[config.mk]
export PLATFORM = sky130hd
export DESIGN_NAME = rmih_master_flat
export DESIGN_NICKNAME = d
export VERILOG_FILES = /design/src/rtl/rmih_pkg.sv /design/src/rtl/rmih_if.sv /design/src/rtl/rmih_master.sv /design/src/flat_wrapper.sv
export SDC_FILE = /design/constraint.sdc
export NUM_CORES = 1
export LEC_CHECK = 0
export BUFFER_PORTS_ARGS = -buffer_cell sky130_fd_sc_hd__buf_2
export CORE_UTILIZATION = 48
export DETAILED_ROUTE_END_ITERATION = 16
export PLACE_DENSITY = 0.88
export SKIP_CTS_REPAIR_TIMING = 1
export SLEW_MARGIN = 20
export SYNTH_ARGS = -nofsm -noshare
export SYNTH_HDL_FRONTEND = slang
export SYNTH_SLANG_ARGS = --single-unit
[constraint.sdc]
create_clock -name aclk -period 2.6 [get_ports aclk]
set_clock_uncertainty 0.15 [all_clocks]
set_input_delay 0.26 -clock aclk [delete_from_list [all_inputs] [get_ports aclk]]
set_output_delay 0.26 -clock aclk [all_outputs]
set_load 0.01 [all_outputs]
[src/rtl/rmih_pkg.sv]
// shared constants and types for the remote monitor / instruction handshake
// Functional notes
// (RQ1) master loads codes 0000-001D, raises monitor_request
// (RQ2) device fills results, raises monitoring_flag together
// (RQ3) 32-bit one-station: low code a, high b
// (RQ4) one-station results refresh while request held
// (RQ5) flag low freezes monitor result words
// (RQ6) bad monitor code gives response code 1
// (RQ7) two-station splits each value, four words
// (RQ8) missing upper half filled with sign
// (RQ9) two-station words refresh while flag high
// (RQ10) master issues read code 0000h-0A1Fh, requests
// (RQ11) read result and completion appear together
// (RQ12) result held until next read request
// (RQ13) bad read code or item reports error
// (RQ14) master drops request after capturing result
// (RQ15) master issues write code 8000h-911Fh plus data
// (RQ16) completion rises only after write applied
// (RQ17) unsupported write code reports error value
// (RQ18) master drops request after write completion
// (RQ19) response code zero on normal completion
// (RQ20) code 2 unreadable item, 3 range error
// (RQ21) device drops flag after request drops
package rmih_pkg;
  localparam logic [15:0] RMIH_MON_MAX = 16'h001D;
  localparam logic [15:0] RMIH_RD_MAX = 16'h0A1F;
  localparam logic [15:0] RMIH_WR_MIN = 16'h8000;
  localparam logic [15:0] RMIH_WR_MAX = 16'h911F;
  localparam logic [15:0] RMIH_RESP_OK = 16'h0000;
  localparam logic [15:0] RMIH_RESP_CODE = 16'h0001;
  localparam logic [15:0] RMIH_RESP_NOREF = 16'h0002;
  localparam logic [15:0] RMIH_RESP_RANGE = 16'h0003;
  localparam logic [15:0] RMIH_SIGN_POS = 16'h0000;
  localparam logic [15:0] RMIH_SIGN_NEG = 16'hFFFF;
  // item table: 256 words addressed by the low byte of the code
  localparam int RMIH_ITEMS = 256;
  // items at or above this index may be written but not read back
  localparam logic [7:0] RMIH_NOREF_BASE = 8'hF0;
  // writes above this value are out of range
  localparam logic [15:0] RMIH_WR_LIMIT = 16'h7FFF;
  // write countdown load; completion rises one cycle after it reaches zero
  localparam logic [3:0] RMIH_WR_CYCLES = 4'h3;
  // AXI4-Lite register offsets of the host controller
  localparam logic [5:0] RMIH_A_CTRL = 6'h00;
  localparam logic [5:0] RMIH_A_MSEL = 6'h04;
  localparam logic [5:0] RMIH_A_INSTR = 6'h08;
  localparam logic [5:0] RMIH_A_WDATA = 6'h0C;
  localparam logic [5:0] RMIH_A_STAT = 6'h10;
  localparam logic [5:0] RMIH_A_MRES_A = 6'h14;
  localparam logic [5:0] RMIH_A_MRES_B = 6'h18;
  localparam logic [5:0] RMIH_A_RDRES = 6'h1C;
  localparam logic [5:0] RMIH_A_RESP = 6'h20;
  // control register bits
  localparam int RMIH_C_MON = 0;
  localparam int RMIH_C_INS = 1;
  localparam int RMIH_C_TWO = 2;
  localparam logic [1:0] RMIH_AXI_OKAY = 2'h0;
  localparam logic [1:0] RMIH_AXI_SLVERR = 2'h2;
  typedef enum logic [1:0] {RMIH_I_IDLE, RMIH_I_WRITE, RMIH_I_DONE} rmih_ist_t;
endpackage : rmih_pkg

[src/rtl/rmih_if.sv]
// remote bits and words between fieldbus master and drive
`timescale 1ns/1ps
interface rmih_if;
  logic two_station;
  logic [15:0] monitor_select_a;
  logic [15:0] monitor_select_b;
  logic monitor_request;
  logic monitoring_flag;
  logic [15:0] monitor_result_a_low;
  logic [15:0] monitor_result_a_high;
  logic [15:0] monitor_result_b_low;
  logic [15:0] monitor_result_b_high;
  logic [15:0] response_code_word;
  logic [15:0] instruction_word;
  logic [15:0] write_data_word;
  logic [15:0] read_result_word;
  logic instruction_request;
  logic instruction_completion;
  modport device (
    input two_station, monitor_select_a, monitor_select_b, monitor_request,
    input instruction_word, write_data_word, instruction_request,
    output monitoring_flag, monitor_result_a_low, monitor_result_a_high,
    output monitor_result_b_low, monitor_result_b_high, response_code_word,
    output read_result_word, instruction_completion
  );
  modport master (
    output two_station, monitor_select_a, monitor_select_b, monitor_request,
    output instruction_word, write_data_word, instruction_request,
    input monitoring_flag, monitor_result_a_low, monitor_result_a_high,
    input monitor_result_b_low, monitor_result_b_high, response_code_word,
    input read_result_word, instruction_completion
  );
endinterface : rmih_if

[src/rtl/rmih_master.sv]
// controller end: AXI4-Lite registers drive the remote bits and words
`timescale 1ns/1ps
module rmih_master
  import rmih_pkg::*;
(
  input wire logic aclk,
  input wire logic aresetn,
  rmih_if.master rb,
  input wire logic [5:0] s_axi_awaddr,
  input wire logic s_axi_awvalid,
  output logic s_axi_awready,
  input wire logic [31:0] s_axi_wdata,
  input wire logic [3:0] s_axi_wstrb,
  input wire logic s_axi_wvalid,
  output logic s_axi_wready,
  output logic [1:0] s_axi_bresp,
  output logic s_axi_bvalid,
  input wire logic s_axi_bready,
  input wire logic [5:0] s_axi_araddr,
  input wire logic s_axi_arvalid,
  output logic s_axi_arready,
  output logic [31:0] s_axi_rdata,
  output logic [1:0] s_axi_rresp,
  output logic s_axi_rvalid,
  input wire logic s_axi_rready
);
  logic [2:0] ctrl_q;
  logic [31:0] msel_q;
  logic [15:0] instr_q, wdata_q;
  logic [5:0] awa_q;
  logic aw_q, w_q;
  logic [31:0] wd_q;
  logic [3:0] ws_q;
  logic bvalid_q, rvalid_q;
  logic [1:0] bresp_q, rresp_q;
  logic [31:0] rdata_q;
  // remote inputs come from the device's own flops
  wire do_wr = aw_q && w_q && !bvalid_q;
  wire wr_hit = (awa_q == RMIH_A_CTRL) || (awa_q == RMIH_A_MSEL) ||
                (awa_q == RMIH_A_INSTR) || (awa_q == RMIH_A_WDATA);

  function automatic logic [31:0] merge(input logic [31:0] o,
      input logic [31:0] n, input logic [3:0] s);
    for (int i = 0; i < 4; i++) begin
      merge[8*i +: 8] = s[i] ? n[8*i +: 8] : o[8*i +: 8];
    end
  endfunction : merge

  wire [31:0] ctrl_m = merge({29'h0, ctrl_q}, wd_q, ws_q);
  wire [31:0] instr_m = merge({16'h0, instr_q}, wd_q, ws_q);
  wire [31:0] wdat_m = merge({16'h0, wdata_q}, wd_q, ws_q);
  // handshake bits the device raises: read back in status
  wire [31:0] stat = {29'h0, rb.instruction_completion, rb.monitoring_flag,
                      1'b0};
  logic [31:0] rmux;
  logic rhit;
  always_comb begin
    rhit = 1'b1;
    unique case (s_axi_araddr)
      RMIH_A_CTRL: rmux = {29'h0, ctrl_q};
      RMIH_A_MSEL: rmux = msel_q;
      RMIH_A_INSTR: rmux = {16'h0, instr_q};
      RMIH_A_WDATA: rmux = {16'h0, wdata_q};
      RMIH_A_STAT: rmux = stat;
      RMIH_A_MRES_A: rmux = {rb.monitor_result_a_high, rb.monitor_result_a_low};
      RMIH_A_MRES_B: rmux = {rb.monitor_result_b_high, rb.monitor_result_b_low};
      RMIH_A_RDRES: rmux = {16'h0, rb.read_result_word};
      RMIH_A_RESP: rmux = {16'h0, rb.response_code_word};
      default: begin
        rmux = 32'h0000_0000;
        rhit = 1'b0;
      end
    endcase
  end

  always_ff @(posedge aclk) begin
    if (!aresetn) begin
      aw_q <= 1'b0;
      w_q <= 1'b0;
      awa_q <= 6'h00;
      wd_q <= 32'h0000_0000;
      ws_q <= 4'h0;
      bvalid_q <= 1'b0;
      bresp_q <= RMIH_AXI_OKAY;
      ctrl_q <= 3'h0;
      msel_q <= 32'h0000_0000;
      instr_q <= 16'h0000;
      wdata_q <= 16'h0000;
    end else begin
      if (s_axi_awvalid && !aw_q) begin
        aw_q <= 1'b1;
        awa_q <= s_axi_awaddr;
      end
      if (s_axi_wvalid && !w_q) begin
        w_q <= 1'b1;
        wd_q <= s_axi_wdata;
        ws_q <= s_axi_wstrb;
      end
      if (do_wr) begin
        aw_q <= 1'b0;
        w_q <= 1'b0;
        bvalid_q <= 1'b1;
        bresp_q <= wr_hit ? RMIH_AXI_OKAY : RMIH_AXI_SLVERR;
        // selects and data are loaded before software raises the request
        unique case (awa_q)
          RMIH_A_CTRL: ctrl_q <= ctrl_m[2:0]; // [RQ1] [RQ10] [RQ14] [RQ18]
          RMIH_A_MSEL: msel_q <= merge(msel_q, wd_q, ws_q); // [RQ3]
          RMIH_A_INSTR: instr_q <= instr_m[15:0]; // [RQ10] [RQ15]
          RMIH_A_WDATA: wdata_q <= wdat_m[15:0]; // [RQ15]
          default: ;
        endcase
      end else if (bvalid_q && s_axi_bready) begin
        bvalid_q <= 1'b0;
      end
    end
  end

  always_ff @(posedge aclk) begin
    if (!aresetn) begin
      rvalid_q <= 1'b0;
      rdata_q <= 32'h0000_0000;
      rresp_q <= RMIH_AXI_OKAY;
    end else if (s_axi_arvalid && !rvalid_q) begin
      rvalid_q <= 1'b1;
      rdata_q <= rmux; // [RQ12]
      rresp_q <= rhit ? RMIH_AXI_OKAY : RMIH_AXI_SLVERR;
    end else if (rvalid_q && s_axi_rready) begin
      rvalid_q <= 1'b0;
    end
  end

  assign s_axi_awready = !aw_q;
  assign s_axi_wready = !w_q;
  assign s_axi_bvalid = bvalid_q;
  assign s_axi_bresp = bresp_q;
  assign s_axi_arready = !rvalid_q;
  assign s_axi_rvalid = rvalid_q;
  assign s_axi_rdata = rdata_q;
  assign s_axi_rresp = rresp_q;
  assign rb.monitor_request = ctrl_q[RMIH_C_MON];
  assign rb.instruction_request = ctrl_q[RMIH_C_INS];
  assign rb.two_station = ctrl_q[RMIH_C_TWO];
  assign rb.monitor_select_a = msel_q[15:0];
  assign rb.monitor_select_b = msel_q[31:16];
  assign rb.instruction_word = instr_q;
  assign rb.write_data_word = wdata_q;
endmodule : rmih_master

[src/flat_wrapper.sv]
// flat-port wrapper written by rule: the top's interface ports become plain ports
module rmih_master_flat import rmih_pkg::*;
  (aclk, aresetn, s_axi_awaddr, s_axi_awvalid, s_axi_awready, s_axi_wdata, s_axi_wstrb, s_axi_wvalid, s_axi_wready, s_axi_bresp, s_axi_bvalid, s_axi_bready, s_axi_araddr, s_axi_arvalid, s_axi_arready, s_axi_rdata, s_axi_rresp, s_axi_rvalid, s_axi_rready, rb_two_station, rb_monitor_select_a, rb_monitor_select_b, rb_monitor_request, rb_instruction_word, rb_write_data_word, rb_instruction_request, rb_monitoring_flag, rb_monitor_result_a_low, rb_monitor_result_a_high, rb_monitor_result_b_low, rb_monitor_result_b_high, rb_response_code_word, rb_read_result_word, rb_instruction_completion);
  rmih_if rb_i ();
  input wire logic aclk;
  input wire logic aresetn;
  input wire logic [5:0] s_axi_awaddr;
  input wire logic s_axi_awvalid;
  output logic s_axi_awready;
  input wire logic [31:0] s_axi_wdata;
  input wire logic [3:0] s_axi_wstrb;
  input wire logic s_axi_wvalid;
  output logic s_axi_wready;
  output logic [1:0] s_axi_bresp;
  output logic s_axi_bvalid;
  input wire logic s_axi_bready;
  input wire logic [5:0] s_axi_araddr;
  input wire logic s_axi_arvalid;
  output logic s_axi_arready;
  output logic [31:0] s_axi_rdata;
  output logic [1:0] s_axi_rresp;
  output logic s_axi_rvalid;
  input wire logic s_axi_rready;
  output wire logic [$bits(rb_i.two_station)-1:0] rb_two_station;
  output wire logic [$bits(rb_i.monitor_select_a)-1:0] rb_monitor_select_a;
  output wire logic [$bits(rb_i.monitor_select_b)-1:0] rb_monitor_select_b;
  output wire logic [$bits(rb_i.monitor_request)-1:0] rb_monitor_request;
  output wire logic [$bits(rb_i.instruction_word)-1:0] rb_instruction_word;
  output wire logic [$bits(rb_i.write_data_word)-1:0] rb_write_data_word;
  output wire logic [$bits(rb_i.instruction_request)-1:0] rb_instruction_request;
  input wire logic [$bits(rb_i.monitoring_flag)-1:0] rb_monitoring_flag;
  input wire logic [$bits(rb_i.monitor_result_a_low)-1:0] rb_monitor_result_a_low;
  input wire logic [$bits(rb_i.monitor_result_a_high)-1:0] rb_monitor_result_a_high;
  input wire logic [$bits(rb_i.monitor_result_b_low)-1:0] rb_monitor_result_b_low;
  input wire logic [$bits(rb_i.monitor_result_b_high)-1:0] rb_monitor_result_b_high;
  input wire logic [$bits(rb_i.response_code_word)-1:0] rb_response_code_word;
  input wire logic [$bits(rb_i.read_result_word)-1:0] rb_read_result_word;
  input wire logic [$bits(rb_i.instruction_completion)-1:0] rb_instruction_completion;
  assign rb_two_station = rb_i.two_station;
  assign rb_monitor_select_a = rb_i.monitor_select_a;
  assign rb_monitor_select_b = rb_i.monitor_select_b;
  assign rb_monitor_request = rb_i.monitor_request;
  assign rb_instruction_word = rb_i.instruction_word;
  assign rb_write_data_word = rb_i.write_data_word;
  assign rb_instruction_request = rb_i.instruction_request;
  assign rb_i.monitoring_flag = rb_monitoring_flag;
  assign rb_i.monitor_result_a_low = rb_monitor_result_a_low;
  assign rb_i.monitor_result_a_high = rb_monitor_result_a_high;
  assign rb_i.monitor_result_b_low = rb_monitor_result_b_low;
  assign rb_i.monitor_result_b_high = rb_monitor_result_b_high;
  assign rb_i.response_code_word = rb_response_code_word;
  assign rb_i.read_result_word = rb_read_result_word;
  assign rb_i.instruction_completion = rb_instruction_completion;
  rmih_master u_core (.aclk(aclk), .aresetn(aresetn), .rb(rb_i), .s_axi_awaddr(s_axi_awaddr), .s_axi_awvalid(s_axi_awvalid), .s_axi_awready(s_axi_awready), .s_axi_wdata(s_axi_wdata), .s_axi_wstrb(s_axi_wstrb), .s_axi_wvalid(s_axi_wvalid), .s_axi_wready(s_axi_wready), .s_axi_bresp(s_axi_bresp), .s_axi_bvalid(s_axi_bvalid), .s_axi_bready(s_axi_bready), .s_axi_araddr(s_axi_araddr), .s_axi_arvalid(s_axi_arvalid), .s_axi_arready(s_axi_arready), .s_axi_rdata(s_axi_rdata), .s_axi_rresp(s_axi_rresp), .s_axi_rvalid(s_axi_rvalid), .s_axi_rready(s_axi_rready));
endmodule
==> metrics <==
setup TNS 0 ps; worst min-delay path class primary input to flop; WP data required between 2000 and 3000 ps; vias per cell ~5.7; vias in the first global route roughly 6,000; DRT Wirelength 22,200 µm; antenna violations before repair 3; failing checks negative hold slack; Layout area overhead 40.9%; Distinct cells, synth 42; clock buffer count from CTS 17; Avg Inst Size Synth ~9 µm²; Top FF cell, synth dfxtp_1; first-pass GRT wire length 32,100 µm; Buf/Inv on CP 0; Row Count 41; leak pwr 4.13 nW; Final Hold Fails 5; commonest non-fill, non-tap cell in the layout buf_2; CP max-delay cell or4_1; DP Wirelength around 15,000 µm; DRC Markers 0; Min Hold Slack -34.5 ps; YS warnings 0; Post-synth ARST share 0; clk root buf clkbuf_16; Clock transition at path regs approximately 60 ps; aggregate global routing overflow 0; EDFF count, synth 0; Power Density ~600 nW/µm²; layout cell share with drive strength beyond 1 0.348; Seq/Total Area, Yosys 0.460; final period utilization 0.957; Pre-antenna DRT Iters 8; arrival time worst endpoint 2590 ps; DRT antenna net count 0; Initial Util 0.498; Max clock buf depth 2; fillers 964; Slew @ Worst Pin just over 900 ps; # port buffers about 260; number of nets in the layout about 1,100; DR WL/cell 18.9 µm; flops & latches, synth between 100 and 150; fin crit period approximately 2500 ps; RSZ-0062 raised after global routing false; H-tree depth 4; Worst-Skew Late Latency roughly 400 ps; CP cell instances or4_4 > or4_1 > mux2i_1 > nor2_1; dpl cells around 1,100; largest net degree at the start of global routing 90; via count between 6,000 and 7,000; I/O Pins roughly 260; slowest stage delay, CP between 700 and 800 ps; Non-Filler Instances roughly 1,200; Fmax slightly above 400 MHz; Vert. Die Dim about 120 µm; Die X between 100 and 150 µm; Mapped Cells a little under 700; Total Routing Usage GR 0.296; cell family with most CP delay simple AND/OR/NAND/NOR gates; clock sink count 147; most frequent cells in the layout buf_2, dfxtp_1, nand2_1; R2R Setup Slk ~110 ps; endpoint class of the critical path flop; kind of critical path flop to flop; max-slew violation count 0; final setup fails 0; Max-slew headroom 0.379; Placer Congestion roughly 0.89; status finished with violations; Syn Std Cell Area 6390 µm²; Worst setup SP type flop; TritonCTS clock tree built; largest fanout on the critical path 15; Iter 0 DRT Violations just under 900; Max Cap Viol 0; Die ar. around 14,000 µm²; maximum vdd ir drop around 0.40 mV; total core area 12,800 µm²
==> cells in the mapped netlist (3+ instances only) <==
master / number / share of area
dfxtp_1: 147 / 0.46
nand2_1: 145 / 0.085
mux2i_1: 69 / 0.11
nor2_1: 54 / 0.032
a21oi_1: 47 / 0.037
clkbuf_1: 41 / 0.024
o21ai_0: 32 / 0.025
a22oi_1: 26 / 0.031
a222oi_1: 17 / 0.027
mux4_2: 15 / 0.053
mux2_2: 14 / 0.025
buf_2: 10 / 0.0078
nand3_1: 9 / 0.0070
o41ai_1: 8 / 0.011
nor2b_1: 6 / 0.0059
inv_1: 5 / 0.0029
nand3b_1: 5 / 0.0059
a211oi_1: 3 / 0.0035
and4_1: 3 / 0.0041
buf_1: 3 / 0.0018
nand2b_1: 3 / 0.0029
nor4_4: 3 / 0.010
==> flip-flops by register name (all words and copies together), names as in the netlist <==
signal,count
u_core.awa_q,6
u_core.s_axi_rvalid,1
u_core.s_axi_rdata,32
u_core.msel_q,32
u_core.s_axi_bresp,1
u_core.aw_q,1
u_core.w_q,1
u_core.rb.instruction_word,16
u_core.rb.write_data_word,16
u_core.ws_q,4
u_core.wd_q,32
u_core.s_axi_bvalid,1
u_core.ctrl_q,3
u_core.s_axi_rresp,1
==> power by group <==
group | internal (W) | switching, W
clock | 0.00159 | 0.000940
combinational | 0.000258 | 0.000276
sequential | 0.00230 | 0.0000528
==> worst min-delay path, cell delays in order <==
cell and delay (ps):
buf_2 80, mux2i_1 70, nor2_1 80
==> path summary, 6_finish.rpt <==
kind / startpoint / end / depth (start not counted)
worst min register to register: u_core.s_axi_rdata[25] / u_core.s_axi_rdata[25] / 2
worst max-delay path: u_core.awa_q[0] / u_core.rb.write_data_word[9] / 4
worst min-delay path: s_axi_awaddr[5] / u_core.awa_q[5] / 3
worst max register to register: u_core.awa_q[0] / u_core.rb.write_data_word[9] / 4
==> per-layer routing <==
| layer | vias to the layer above | wire length, µm | global-route usage |
|---|---|---|---|
| li1 | 3057 | - | - |
| met1 | 3178 | 9020 | 0.390 |
| met2 | 400 | 10500 | 0.456 |
| met3 | 75 | 2000 | 0.0846 |
| met4 | 0 | 710 | 0.114 |
| met5 | - | 0 | 0 |
==> through the flow <==
| step | total power [W] | area, µm² | setup WS [ps] | hold slack, ps | util |
|---|---|---|---|---|---|
| detailed placement | 0.00285 | 7810 | 250 | 287 | 0.609 |
| global route | 0.00560 | 9010 | 33.0 | 0.847 | 0.702 |
| floorplan | 0.00265 | 6390 | 538 | 209 | - |
| finish | 0.00542 | 9010 | 113 | -34.5 | 0.702 |
| global placement | 0.00284 | 7810 | 308 | 280 | 0.609 |
| CTS | 0.00535 | 8430 | 121 | -120 | 0.657 |
==> final cells by class <==
| cell class | count | area [µm²] | area share |
|---|---|---|---|
| well taps | 172 | 215 | 0.0239 |
| flip-flops and latches | 147 | 2940 | 0.327 |
| inverters | 6 | 22.5 | 0.00250 |
| clock inverters | 12 | 153 | 0.0169 |
| repair buffers | 333 | 2010 | 0.223 |
| multi-input cells | 482 | 3190 | 0.354 |
| clock buffers | 20 | 467 | 0.0518 |
| diodes | 2 | 5.00 | 0.000556 |
==> kinds of logic (layout without fill, tap and decap cells) <==
| family | Yosys count | in the layout | share of synthesized area |
|---|---|---|---|
| compound gates | 140 | 140 | 0.143 |
| buf+inv | 63 | 371 | 0.0413 |
| flops | 147 | 147 | 0.460 |
| mux | 98 | 98 | 0.186 |
| other cells | 1 | 4 | 0.000587 |
| simple gates | 242 | 242 | 0.170 |
No activity file was read; power rests on OpenSTA's default activity.
